[src/rtl/usbep_defs.svh]
`ifndef USBEP_DEFS_SVH
`define USBEP_DEFS_SVH

// ==========================================
// register indices, byte address is index * 4
`define USBEP_IDX_CSRH0      10'h103
`define USBEP_IDX_COUNT0     10'h108
`define USBEP_IDX_TYPE0      10'h10A
`define USBEP_IDX_NAK_FRAME_LIMIT     10'h10B
`define USBEP_IDX_INT_STAT   10'h10C
`define USBEP_IDX_INT_CLR    10'h10D
`define USBEP_IDX_INT_EN     10'h10E

// ==========================================
// field positions
`define USBEP_CSRH0_FLUSH    0
`define USBEP_CSRH0_TOGGLE   1
`define USBEP_CSRH0_TWE      2
`define USBEP_SPEED_LSB      6
`define USBEP_SPEED_MSB      7
`define USBEP_NAK_FRAME_LIMIT_MSB     4
`define USBEP_INT_NAK_TO     0
`define USBEP_INT_FLUSH      1
`define USBEP_INT_COUNT      2

// ==========================================
// reset values
`define USBEP_RST_SPEED      2'h0
`define USBEP_RST_NAK_FRAME_LIMIT     5'h00
`define USBEP_RST_COUNT      7'h00

// ==========================================
// nak limit decode
`define USBEP_NAK_FRAME_LIMIT_MIN     5'h02
`define USBEP_NAK_FRAME_LIMIT_MAX     5'h10

`endif

[src/rtl/usbep_pkg.sv]
package usbep_pkg;

   // ==========================================
   // target speed codes, 0 and 1 reserved
   typedef enum logic [1:0] {
      USBEP_SPEED_FULL = 2'h2,
      USBEP_SPEED_LOW  = 2'h3
   } usbep_speed_t;

endpackage

[src/rtl/usbep_nak_timer.sv]
`timescale 1ns/1ps
`include "usbep_defs.svh"

module usbep_nak_timer #(
   parameter int CW = 17
) (
   input  wire logic          pclk,        // system clock
   input  wire logic          presetn,     // async reset, low
   input  wire logic          enable,      // host mode and limit valid
   input  wire logic [4:0]    limit_m,     // nak limit setting
   input  wire logic          frame_start, // frame boundary pulse
   input  wire logic          rsp_nak,     // target answered nak
   input  wire logic          rsp_other,   // target answered otherwise
   output logic               timeout,     // halt request pulse
   output logic [CW-1:0]      frame_count  // consecutive nak frames
);

   logic          streak_r;
   logic          fired_r;
   logic          timeout_r;
   logic [CW-1:0] count_r;
   logic [CW-1:0] count_nxt;
   logic [4:0]    m_eff;
   logic [CW-1:0] limit_frames;
   logic          over_limit;

   // ==========================================
   // limit decode
   // RULE13 two to m minus one
   assign m_eff        = (limit_m > `USBEP_NAK_FRAME_LIMIT_MAX) ? `USBEP_NAK_FRAME_LIMIT_MAX : limit_m;
   assign limit_frames = CW'(1) << (m_eff - 5'h01);
   assign over_limit   = count_r > limit_frames;
   // RULE17 restart on other answer
   assign count_nxt    = (rsp_other || !enable) ? '0 :
                         (frame_start && (streak_r || rsp_nak) && !(&count_r)) ? count_r + CW'(1) :
                         count_r;
   assign timeout      = timeout_r;
   assign frame_count  = count_r;

   // streak and counter
   always_ff @(posedge pclk or negedge presetn) begin
      if (!presetn) begin
         streak_r <= 1'b0;
         count_r  <= '0;
      end else begin
         streak_r <= rsp_other ? 1'b0 : (rsp_nak ? 1'b1 : streak_r);
         count_r  <= count_nxt;
      end
   end

   // RULE14 one halt per streak
   always_ff @(posedge pclk or negedge presetn) begin
      if (!presetn) begin
         timeout_r <= 1'b0;
         fired_r   <= 1'b0;
      end else begin
         timeout_r <= enable && !fired_r && !timeout_r && over_limit && !rsp_other;
         fired_r   <= (rsp_other || !enable) ? 1'b0 : (fired_r || timeout_r);
      end
   end
endmodule

[src/rtl/usbep_irq.sv]
`timescale 1ns/1ps
`include "usbep_defs.svh"

module usbep_irq #(
   parameter int N = `USBEP_INT_COUNT
) (
   input  wire logic          pclk,      // system clock
   input  wire logic          presetn,   // async reset, low
   input  wire logic [N-1:0]  ev_set,    // event pulses
   input  wire logic [N-1:0]  ev_clr,    // write one to clear
   input  wire logic          en_we,     // enable register write
   input  wire logic [N-1:0]  en_wdata,  // enable write data
   output logic [N-1:0]       status,    // sticky status
   output logic [N-1:0]       enable,    // enable register
   output logic               irq        // level interrupt
);

   logic [N-1:0] status_r;
   logic [N-1:0] enable_r;

   // ==========================================
   // sticky bits, set wins over clear
   for (genvar i = 0; i < N; i++) begin : g_bit
      always_ff @(posedge pclk or negedge presetn) begin
         if (!presetn) begin
            status_r[i] <= 1'b0;
         end else if (ev_set[i]) begin
            status_r[i] <= 1'b1;
         end else if (ev_clr[i]) begin
            status_r[i] <= 1'b0;
         end
      end
   end

   // enable register
   always_ff @(posedge pclk or negedge presetn) begin
      if (!presetn) begin
         enable_r <= '0;
      end else if (en_we) begin
         enable_r <= en_wdata;
      end
   end

   assign status = status_r;
   assign enable = enable_r;
   assign irq    = |(status_r & enable_r);
endmodule

[src/rtl/usbep_ep0_ctrl.sv]
// Functional notes
// RULE1: toggle write enable bit arms one toggle write, then clears itself
// RULE2: reading toggle bit in host mode returns live endpoint 0 data toggle
// RULE3: toggle writes ignored unless enable already set; otherwise value stored
// RULE4: software overwrites toggle only to reset endpoint 0
// RULE5: flush bit drops next packet, resets pointer, clears ready flags
// RULE6: flush bit clears itself after flush; writing zero does nothing
// RULE7: software flushes only while transmit or receive ready is set
// RULE8: device mode high control byte has flush only; bits 7:1 read zero
// RULE9: read-only 7-bit received byte count tracks fifo contents
// RULE10: software trusts byte count only while receive ready is set
// RULE11: speed field bits 7:6, 2 full, 3 low, 0 and 1 reserved
// RULE12: software programs target speed before endpoint 0 host traffic
// RULE13: nak limit m in 2..16 means two to m minus one frames
// RULE14: host mode halts endpoint 0 after too many nak frames
// RULE15: nak limit 0 or 1 disables the nak timeout
// RULE16: nak limit is a 5-bit field at 4:0, upper bits reserved
// RULE17: any non-nak answer restarts the nak frame counter
`timescale 1ns/1ps
`include "usbep_defs.svh"

module usbep_ep0_ctrl #(
   parameter int CW = 17
) (
   input  wire logic          pclk,             // system clock, 40 MHz
   input  wire logic          presetn,          // async reset, low
   input  wire logic          psel,             // apb select
   input  wire logic          penable,          // apb access phase
   input  wire logic          pwrite,           // apb direction
   input  wire logic [11:0]   paddr,            // apb byte address
   input  wire logic [31:0]   pwdata,           // apb write data
   output logic [31:0]        prdata,           // apb read data
   output logic               pready,           // apb ready
   output logic               pslverr,          // apb error
   input  wire logic          host_mode,        // controller acts as host
   input  wire logic          frame_start,      // frame boundary pulse
   input  wire logic          rsp_nak,          // ep0 target answered nak
   input  wire logic          rsp_other,        // ep0 target answered otherwise
   input  wire logic          toggle_flip,      // ep0 transaction completed
   input  wire logic [6:0]    rx_fifo_count,    // bytes in ep0 fifo
   output logic               ep0_data_toggle,  // current data toggle
   output logic               ep0_fifo_flush,   // flush pulse to fifo
   output logic [1:0]         ep0_target_speed, // speed code to link
   output logic               ep0_speed_low,    // target is low speed
   output logic               ep0_halted,       // ep0 halted by nak timeout
   output logic               irq               // level interrupt
);

   // ==========================================
   // state
   logic          toggle_r;
   logic          twe_r;
   logic          flush_r;
   logic          flush_pulse_r;
   logic [6:0]    count_r;
   logic [1:0]    speed_r;
   logic [4:0]    nak_frame_limit_r;
   logic [31:0]   prdata_r;

   // ==========================================
   // apb decode
   logic          setup_ph;
   logic          wr_acc;
   logic          rd_setup;
   logic          word_ok;
   logic          sel_csrh0;
   logic          sel_count0;
   logic          sel_type0;
   logic          sel_nak_frame_limit;
   logic          sel_istat;
   logic          sel_iclr;
   logic          sel_ien;
   logic          addr_hit;

   // phase and address match
   assign setup_ph   = psel && !penable;
   assign wr_acc     = psel && penable && pwrite;
   assign rd_setup   = setup_ph && !pwrite;
   assign word_ok    = paddr[1:0] == 2'h0;
   assign sel_csrh0  = word_ok && paddr[11:2] == `USBEP_IDX_CSRH0;
   assign sel_count0 = word_ok && paddr[11:2] == `USBEP_IDX_COUNT0;
   assign sel_type0  = word_ok && paddr[11:2] == `USBEP_IDX_TYPE0;
   assign sel_nak_frame_limit = word_ok && paddr[11:2] == `USBEP_IDX_NAK_FRAME_LIMIT;
   assign sel_istat  = word_ok && paddr[11:2] == `USBEP_IDX_INT_STAT;
   assign sel_iclr   = word_ok && paddr[11:2] == `USBEP_IDX_INT_CLR;
   assign sel_ien    = word_ok && paddr[11:2] == `USBEP_IDX_INT_EN;
   assign addr_hit   = sel_csrh0 | sel_count0 | sel_type0 | sel_nak_frame_limit |
                       sel_istat | sel_iclr | sel_ien;

   // zero wait, error on unmapped address
   assign pready  = 1'b1;
   assign pslverr = psel && penable && !addr_hit;
   assign prdata  = prdata_r;

   // ==========================================
   // write strobes
   logic          wr_csrh0;
   logic          wr_type0;
   logic          wr_nak_frame_limit;
   logic          wr_iclr;
   logic          wr_ien;
   logic          twe_set;
   logic          toggle_load;
   logic          flush_req;

   assign wr_csrh0    = wr_acc && sel_csrh0;
   assign wr_type0    = wr_acc && sel_type0;
   assign wr_nak_frame_limit   = wr_acc && sel_nak_frame_limit;
   assign wr_iclr     = wr_acc && sel_iclr;
   assign wr_ien      = wr_acc && sel_ien;
   // RULE1 arm only in host mode
   assign twe_set     = wr_csrh0 && host_mode && pwdata[`USBEP_CSRH0_TWE];
   // RULE3 enable must already be set
   assign toggle_load = wr_csrh0 && host_mode && twe_r;
   // RULE6 only a one starts a flush
   assign flush_req   = wr_csrh0 && pwdata[`USBEP_CSRH0_FLUSH];

   // ==========================================
   // data toggle and its write enable
   logic          toggle_nxt;
   logic          twe_nxt;

   // RULE3 software write beats link flip
   assign toggle_nxt = toggle_load ? pwdata[`USBEP_CSRH0_TOGGLE] :
                       toggle_flip ? !toggle_r : toggle_r;
   // RULE1 self clear after the stored write
   assign twe_nxt    = toggle_load ? 1'b0 : (twe_set ? 1'b1 : twe_r);

   // toggle registers
   always_ff @(posedge pclk or negedge presetn) begin
      if (!presetn) begin
         toggle_r <= 1'b0;
         twe_r    <= 1'b0;
      end else begin
         toggle_r <= toggle_nxt;
         twe_r    <= twe_nxt;
      end
   end

   assign ep0_data_toggle = toggle_r;

   // ==========================================
   // fifo flush
   // RULE5 flush pulse clears pointer and ready flags
   always_ff @(posedge pclk or negedge presetn) begin
      if (!presetn) begin
         flush_r       <= 1'b0;
         flush_pulse_r <= 1'b0;
      end else begin
         flush_r       <= flush_req;
         flush_pulse_r <= flush_r;
      end
   end

   assign ep0_fifo_flush = flush_r;

   // ==========================================
   // byte count, speed, nak limit
   // RULE9 count tracks fifo contents
   always_ff @(posedge pclk or negedge presetn) begin
      if (!presetn) begin
         count_r <= `USBEP_RST_COUNT;
      end else begin
         count_r <= rx_fifo_count;
      end
   end

   // speed and nak limit registers
   always_ff @(posedge pclk or negedge presetn) begin
      if (!presetn) begin
         speed_r  <= `USBEP_RST_SPEED;
         nak_frame_limit_r <= `USBEP_RST_NAK_FRAME_LIMIT;
      end else begin
         if (wr_type0) begin
            speed_r <= pwdata[`USBEP_SPEED_MSB:`USBEP_SPEED_LSB];
         end
         // RULE16 five bit limit
         if (wr_nak_frame_limit) begin
            nak_frame_limit_r <= pwdata[`USBEP_NAK_FRAME_LIMIT_MSB:0];
         end
      end
   end

   // RULE11 speed code to the link
   assign ep0_target_speed = speed_r;
   assign ep0_speed_low    = speed_r == usbep_pkg::USBEP_SPEED_LOW;

   // ==========================================
   // nak timeout
   logic          nak_enable;
   logic          nak_timeout;

   // RULE15 limit below two disables
   assign nak_enable = host_mode && nak_frame_limit_r >= `USBEP_NAK_FRAME_LIMIT_MIN;

   usbep_nak_timer #(
      .CW          (CW)
   ) u_nak (
      .pclk        (pclk),
      .presetn     (presetn),
      .enable      (nak_enable),
      .limit_m     (nak_frame_limit_r),
      .frame_start (frame_start),
      .rsp_nak     (rsp_nak),
      .rsp_other   (rsp_other),
      .timeout     (nak_timeout),
      .frame_count ()
   );

   // ==========================================
   // interrupt status, clear, enable
   logic [`USBEP_INT_COUNT-1:0] ev_set;
   logic [`USBEP_INT_COUNT-1:0] ev_clr;
   logic [`USBEP_INT_COUNT-1:0] int_status;
   logic [`USBEP_INT_COUNT-1:0] int_enable;

   assign ev_set = {flush_pulse_r, nak_timeout};
   assign ev_clr = wr_iclr ? pwdata[`USBEP_INT_COUNT-1:0] : '0;

   usbep_irq #(
      .N        (`USBEP_INT_COUNT)
   ) u_irq (
      .pclk     (pclk),
      .presetn  (presetn),
      .ev_set   (ev_set),
      .ev_clr   (ev_clr),
      .en_we    (wr_ien),
      .en_wdata (pwdata[`USBEP_INT_COUNT-1:0]),
      .status   (int_status),
      .enable   (int_enable),
      .irq      (irq)
   );

   // RULE14 halt follows the sticky timeout bit
   assign ep0_halted = int_status[`USBEP_INT_NAK_TO];

   // ==========================================
   // read data mux
   logic [7:0]    rd_csrh0;
   logic [31:0]   rd_word;

   // RULE2 live toggle in host mode
   // RULE8 device mode shows flush only
   assign rd_csrh0 = host_mode ? {5'h00, twe_r, toggle_r, flush_r} : {7'h00, flush_r};
   assign rd_word  = sel_csrh0  ? {24'h000000, rd_csrh0} :
                     sel_count0 ? {25'h0000000, count_r} :
                     sel_type0  ? {24'h000000, speed_r, 6'h00} :
                     sel_nak_frame_limit ? {27'h0000000, nak_frame_limit_r} :
                     sel_istat  ? {30'h00000000, int_status} :
                     sel_ien    ? {30'h00000000, int_enable} :
                     32'h00000000;

   // capture read data in setup phase
   always_ff @(posedge pclk or negedge presetn) begin
      if (!presetn) begin
         prdata_r <= 32'h00000000;
      end else if (rd_setup) begin
         prdata_r <= rd_word;
      end
   end
endmodule

[config.mk]
export PLATFORM = sky130hd
export DESIGN_NAME = usbep_ep0_ctrl
export DESIGN_NICKNAME = d
export VERILOG_FILES = /design/src/rtl/usbep_pkg.sv /design/src/rtl/usbep_nak_timer.sv /design/src/rtl/usbep_irq.sv /design/src/rtl/usbep_ep0_ctrl.sv
export VERILOG_INCLUDE_DIRS = /design/src /design/src/rtl
export SDC_FILE = /design/constraint.sdc
export NUM_CORES = 1
export LEC_CHECK = 0
export ABC_AREA = 0
export BUFFER_PORTS_ARGS = -buffer_cell sky130_fd_sc_hd__buf_2
export CAP_MARGIN = 20
export CORE_ASPECT_RATIO = 0.9
export CORE_MARGIN = 2
export CORE_UTILIZATION = 55
export DETAILED_ROUTE_END_ITERATION = 8
export GPL_TIMING_DRIVEN = 0
export PLACE_DENSITY = 0.86
export SKIP_LAST_GASP = 1
export SYNTH_ARGS = -nofsm -noshare
export SYNTH_HDL_FRONTEND = slang
export SYNTH_SLANG_ARGS = --single-unit
[constraint.sdc]
create_clock -name pclk -period 7.16 [get_ports pclk]
set_input_delay 1.074 -clock pclk [delete_from_list [all_inputs] [get_ports pclk]]
set_output_delay 1.074 -clock pclk [all_outputs]
set_load 0.01 [all_outputs]
==> metrics, run 1 <==
post-DR vias/cell=5.73; IO Count=102; CTS tree=done; die height=74.3 um; row cnt=25; CP max-delay cell=and3b_1; crit path cell chain=buf_2, clkbuf_1, and3b_1, a21oi_1, o311a_1, buf_2; CTS resizes=0; Sw Share=0.251; die width=82.2 um; Worst Tran Pin Value=884 ps; fraction of layout cells with a size suffix above 1=0.259; Synth Instances=317; Min-Delay Path Class=flop to flop; RSZ-0062 raised after global routing=false; top_reg_cell synth=dfrtp_1; critical path capture point type=output port; gpl congestion=0.943; Seq cells post-synth=50; status=finished clean; Leakage=1.75 nW; CP peak stage delay=370 ps; drt wl/cell=15.5 um; EDFF count, synth=0; DRC Markers=0; post-synth cell types=52; initial antenna violation count=0; post-CTS setup buffer count=0; Flop pwr share=0.519; clk root buf=clkbuf_8; hpwl dp=5430 um; Setup TNS Final=0 ps; met1 Use GR=0.345; count of final hold-check violations=0; Clk network pwr share=0.366; Worst Path Max Fanout=10; minimum clock period=3470 ps; Global Route met3 Usage=0.0437; total power=0.000563 W; PortBufs=51; first-pass GRT wire length=11400 um; pin count of the biggest net entering global routing=51; Int Power=0.000422 W; Core ar.=5290 um^2; initial detailed-routing violation count=226; logic gate share of total power=0.115; max_cap viols=0; Worst setup SP type=primary input; Async SR Flop Fraction=1.00; CP most frequent cell=buf_2; worst skew pair latency=310 ps; Ant. Diodes=0; CTS Buf Count=5; post-layout net count=480; Fmax=288 MHz; Syn Std Cell Area=3020 um^2; register area=1250 um^2; CTS Hold Bufs=0; Syn Area/Cell=9.54 um^2; Yosys warning total=0; number of global-route vias before repair=2433; required time of the critical path=6090 ps; top post-synthesis cells by area=dfrtp_1, ha_1, buf_4; max_slew headroom=0.402; grt met2 use=0.381; Routed Wire Length=7240 um; pwr dens=157 nW/um^2; arrival time worst endpoint=2390 ps; clock slew at reported path FFs=100 ps; number of fillers in the final layout=429; # H-tree levels=2; CTS sink cnt=50; skew final=6.15 ps; GRT Util Overall=0.244; sequential element share of the synthesized area=0.414; dominant cell type by area after synthesis=dfrtp_1; Initial DRT Pass Iterations=6; Buf+Inv Stages, Crit Path=3; CP top delay family=buffers and inverters; Max Slew Vio Count=0; GRT overflow=0; DIE AREA=6110 um^2; Core Util, Final=0.678; area of the multi-input gates=1600 um^2; P_sw=0.000141 W; Synth top area share=0.414; Crit Path Category=primary input to output port; endpoints failing setup=0; Antenna Nets Post-Route=0; fin crit share=0.484; CTS max path bufs=2; GRT busiest layer=met2; vias=2683; initial core utilization=0.572; Area Growth Syn to Fin=18.6%; peak supply drop=0.187 mV
## state kept, by name (all words and copies together) (netlist names)
name / cells
flush_pulse_r: 1
ep0_target_speed: 2
count_r: 7
twe_r: 1
ep0_data_toggle: 1
u_nak.streak_r: 1
u_nak.fired_r: 1
u_nak.frame_count: 17
u_irq.enable: 2
u_nak.timeout: 1
nak_frame_limit_r: 5
ep0_fifo_flush: 1
prdata: 8
u_irq.status: 2
## synthesized netlist by cell type (all sizes together), types with 2 or more instances
master and number:
a21boi 2, or4 5, a21oi 22, nand3 19, ha 19, inv 9
buf 28, nor3 8, and2 4, nor2b 3, nand2 25, or3 8
nor2 16, nor4 7, mux2 12, dfrtp 50, a221o 3, o31ai 2
xnor2 6, a21o 2, o21ai 15, nand4 6, clkbuf 6, conb 2
and3 8, nor3b 5, a22o 3, o221ai 2
## power by group through the flow
stage / sequential, W / clock [W] / combinational, W
3_3_place_gp: 0.000297 / 0 / 0.0000608
5_1_grt: 0.000293 / 0.000219 / 0.0000723
6_report: 0.000292 / 0.000206 / 0.0000649
2_1_floorplan: 0.000298 / 0 / 0.0000351
4_1_cts: 0.000292 / 0.000208 / 0.0000630
3_5_place_dp: 0.000298 / 0 / 0.0000620
## cell type report
cell class                      count  area share
Tap cell                           67      0.0234
Timing Repair Buffer               52      0.0768
Buffer                             34      0.0628
Clock inverter                      3      0.0122
Sequential cell                    50       0.349
Clock buffer                        5      0.0192
Inverter                            9     0.00942
Multi-Input combinational cell    248       0.447
## worst paths after layout
path                                      start                    end  slack [ps]  cells after the start
setup / recovery                       paddr[3]                pslverr        3690                      6
hold / removal                   ep0_fifo_flush          flush_pulse_r         430                      0
setup reg to reg           u_nak.frame_count[0]  u_nak.frame_count[15]        4460                     11
hold reg to reg                  ep0_fifo_flush          flush_pulse_r         430                      0
max in group asynchronous               presetn  u_nak.frame_count[15]        6050                      2
min in group asynchronous               presetn   nak_frame_limit_r[2]         620                      1
## metrics by stage
step | instances | instance area, um^2 | setup slack, ps | hold WS, ps
final | 468 | 3590 | 3690 | 427
after global routing | 468 | 3590 | 3640 | 441
after CTS | 467 | 3570 | 3720 | 429
after detailed placement | 459 | 3450 | 3800 | 406
after global placement | 459 | 3450 | 3800 | 395
after floorplan | 341 | 3110 | 4030 | 404
## layer usage
metal | vias up | wire length [um]
met3 | 27 | 526
met5 | - | 0
met4 | 0 | 199
met2 | 129 | 3430
li1 | 1275 | -
met1 | 1252 | 3080
## cells in the final DEF, fill, tap and decap left out, types with 8 or more instances in the layout
master / instances
nand3_1: 18
o21ai_0: 15
nand2_1: 25
nor2_1: 16
a21oi_1: 22
or3_1: 8
buf_2: 54
buf_4: 25
and3_1: 8
ha_1: 19
dfrtp_1: 50
mux2_2: 12
conb_1: 26
inv_1: 9
## worst register-to-register path, cell delays in order (launching register included)
cell and delay [ps]:
dfrtp_1 430, ha_1 250, nand2_1 100, nor3_1 50
nor3b_1 130, ha_1 160, nand2b_1 130, buf_2 160
or4_1 470, buf_2 190, or4_1 400, a21oi_1 150
## logic make-up after synthesis
group                      after synthesis  share of synthesized area
and+or+nand+nor                        124                      0.227
adders and majority gates               19                     0.0786
DFF                                     50                      0.414
buffers and inverters                   43                     0.0856
muxes                                   13                     0.0480
other                                    2                    0.00248
AOI/OAI and AO/OA                       59                      0.124
xor gates and xnor gates                 7                     0.0203
No activity file was read; power rests on OpenSTA's default activity.
==> inputs of run 2 (changes only) <==
--- a/config.mk
+++ b/config.mk
@@ -11,10 +11,10 @@
 export CAP_MARGIN = 20
 export CORE_ASPECT_RATIO = 0.9
 export CORE_MARGIN = 2
-export CORE_UTILIZATION = 55
+export CORE_UTILIZATION = 51
 export DETAILED_ROUTE_END_ITERATION = 8
 export GPL_TIMING_DRIVEN = 0
-export PLACE_DENSITY = 0.86
+export PLACE_DENSITY = 0.81
 export SKIP_LAST_GASP = 1
 export SYNTH_ARGS = -nofsm -noshare
 export SYNTH_HDL_FRONTEND = slang
==> constraint.sdc (replaced) <==
create_clock -name pclk -period 3.4 [get_ports pclk]
set_input_delay 0.51 -clock pclk [delete_from_list [all_inputs] [get_ports pclk]]
set_output_delay 0.51 -clock pclk [all_outputs]
set_load 0.01 [all_outputs]
==> run 2 against run 1 <==
Net effect:
- final cell count increased by 0.64%
- worst setup slack got worse by 3000 ps
- critical endpoint is now u_nak.frame_count[15]
- critical path type is now flop to flop
- design area increased by 0.10%
- register-to-register slack got worse by 3800 ps
- combinational power increased by 110%
- critical path depth increased by 5
- clock skew increased by 3.9 ps
- largest power group unchanged
- largest cell class unchanged
- global-route usage decreased by 1.7 points
- sequential share of layout area about the same
- total power increased by 110%
==> metrics, run 2 (synthesis gave the netlist of run 1 again) <==
cell depth of the worst flop-to-flop path=11 (unchanged); drt wl/cell=14.8 um (-4.6%); crit path cell chain=ha_1, nand2_1, nor3_1, nor3b_1, ha_1, nand2b_1, buf_2, or4_1, buf_2, or4_1, a21oi_1; Area Growth Syn to Fin=18.7%; vias=2647 (-1.3%); CP max-delay cell=or4_1; max reg flops=17 (unchanged); status=finished clean; CP peak stage delay=460 ps (+90 ps); logic gate share of total power=0.116 (about the same); row cnt=26 (+4.0%); PortBufs=51 (unchanged); pin count of the biggest net entering global routing=51 (unchanged); most common cell after layout, fill and taps aside=buf_2; required time of the critical path=3630 ps (-2460 ps); die height=77.1 um (+3.6%); post-CTS setup buffer count=0 (unchanged); count of final hold-check violations=0 (unchanged); Worst Path Max Fanout=10 (unchanged); peak supply drop=0.392 mV (+110%); highest-count cells in the layout ignoring fill and taps=buf_2, dfrtp_1, conb_1; gpl congestion=0.892 (-5.5%); Routed Wire Length=6950 um (-4.0%); # H-tree levels=2 (unchanged); CTS tree=done; number of fillers in the final layout=495 (+15%); r2r startpoint=u_nak.frame_count[0]; GRT Util Overall=0.227 (-0.0171); Max Slew Vio Count=0 (unchanged); Clk network pwr share=0.362 (-0.004); Crit Path Category=flop to flop; R2R setup slack=700 ps (-3760 ps); Reg-to-Reg End=u_nak.frame_count[15]; die width=85.2 um (+3.7%); arrival time worst endpoint=2930 ps (+540 ps); Worst Tran Pin Value=827 ps (-57.4 ps); Min-Delay Path Class=primary input to asynchronous set/reset pin; DRC Markers=0 (unchanged); minimum clock period=2700 ps; clk root buf=clkbuf_8; RSZ-0062 raised after global routing=false; fraction of layout cells with a size suffix above 1=0.259 (unchanged); initial detailed-routing violation count=184 (-19%); post-layout net count=480 (unchanged); P_sw=0.000290 W (+110%); pwr dens=328 nW/um^2 (+110%); hold slack=70.8 ps (-356 ps); pre-CTS worst setup slack=699 ps (-3100 ps); IO Count=102 (unchanged); Sw Share=0.246 (-0.00452); Setup TNS Final=0 ps (unchanged); Core ar.=5690 um^2 (+7.7%); initial antenna violation count=0 (unchanged); max_slew headroom=0.441 (+0.0388); Flop pwr share=0.522 (+0.003); Leakage=1.75 nW (unchanged); number of global-route vias before repair=2562 (+5.3%); area of the multi-input gates=1600 um^2 (unchanged); fin crit share=0.795; CP top delay family=simple AND/OR/NAND/NOR gates; endpoints failing setup=0 (unchanged); first-pass GRT wire length=12100 um (+5.8%); critical path capture point type=flop; CTS Buf Count=5 (unchanged); Ant. Diodes=0 (unchanged); Antenna Nets Post-Route=0 (unchanged); CTS max path bufs=2 (unchanged); Worst setup SP type=flop; clock slew at reported path FFs=100 ps (about the same); CTS sink cnt=50 (unchanged); Fmax=370 MHz; CTS Hold Bufs=0 (unchanged); register area=1250 um^2 (unchanged); max_cap viols=0 (unchanged); initial core utilization=0.531 (-0.0409); post-DR vias/cell=5.62 (-2.0%); Buf+Inv Stages, Crit Path=2 (-1); worst skew pair latency=310 ps (about the same); Final WS setup=697 ps (-3000 ps); Int Power=0.000887 W (+110%); GRT overflow=0 (unchanged); CTS resizes=0 (unchanged); Initial DRT Pass Iterations=4 (-2); skew final=10.1 ps (+3.94 ps); DIE AREA=6560 um^2 (+7.4%); hpwl dp=5280 um (-2.8%)
-- run 2: metrics by stage --
step	cell area (um^2)	util	instances	power (W)
global route	3590	0.631	471	0.00123
finish	3590	0.631	471	0.00118
detailed placement	3460	0.607	462	0.000759
CTS	3570	0.627	470	0.00118
floorplan	3110	-	341	0.000702
global placement	3460	0.607	462	0.000755
-- run 2: cell type report --
class,count,share of cell area
Clock inverter,3,0.0122
Clock buffer,5,0.0192
Timing Repair Buffer,52,0.0767
Buffer,34,0.0627
Tap cell,70,0.0244
Sequential cell,50,0.349
Inverter,9,0.00941
Multi-Input combinational cell,248,0.447
-- run 2: worst max-delay path by stage --
stage	start	endpoint	slack [ps]	cells past startpoint
finish	u_nak.frame_count[0]	u_nak.frame_count[15]	700	11
global route	u_nak.frame_count[6]	u_nak.frame_count[15]	460	10
CTS	u_nak.frame_count[0]	u_nak.frame_count[15]	690	11
detailed placement	u_nak.frame_count[6]	u_nak.frame_count[15]	700	10
global placement	u_nak.frame_count[6]	u_nak.frame_count[15]	760	10
floorplan	u_nak.frame_count[0]	u_nak.frame_count[15]	920	11
-- run 2: power by group through the flow --
| stage | logic, W | registers [W] | clock network, W |
|---|---|---|---|
| finish | 0.000137 | 0.000615 | 0.000426 |
| global route | 0.000152 | 0.000617 | 0.000461 |
| CTS | 0.000133 | 0.000615 | 0.000431 |
| detailed placement | 0.000132 | 0.000627 | 0 |
| global placement | 0.000129 | 0.000626 | 0 |
| floorplan | 0.0000738 | 0.000628 | 0 |
-- run 2: routing by layer --
layer  wire, um  part of all wire  GRT usage  vias up
li1           -                 -          -     1270
met2       3290              0.47      0.350       77
met4         93             0.013     0.0778        0
met3        388             0.056     0.0377        9
met5          0                 0          0        -
met1       3180              0.46      0.324     1291
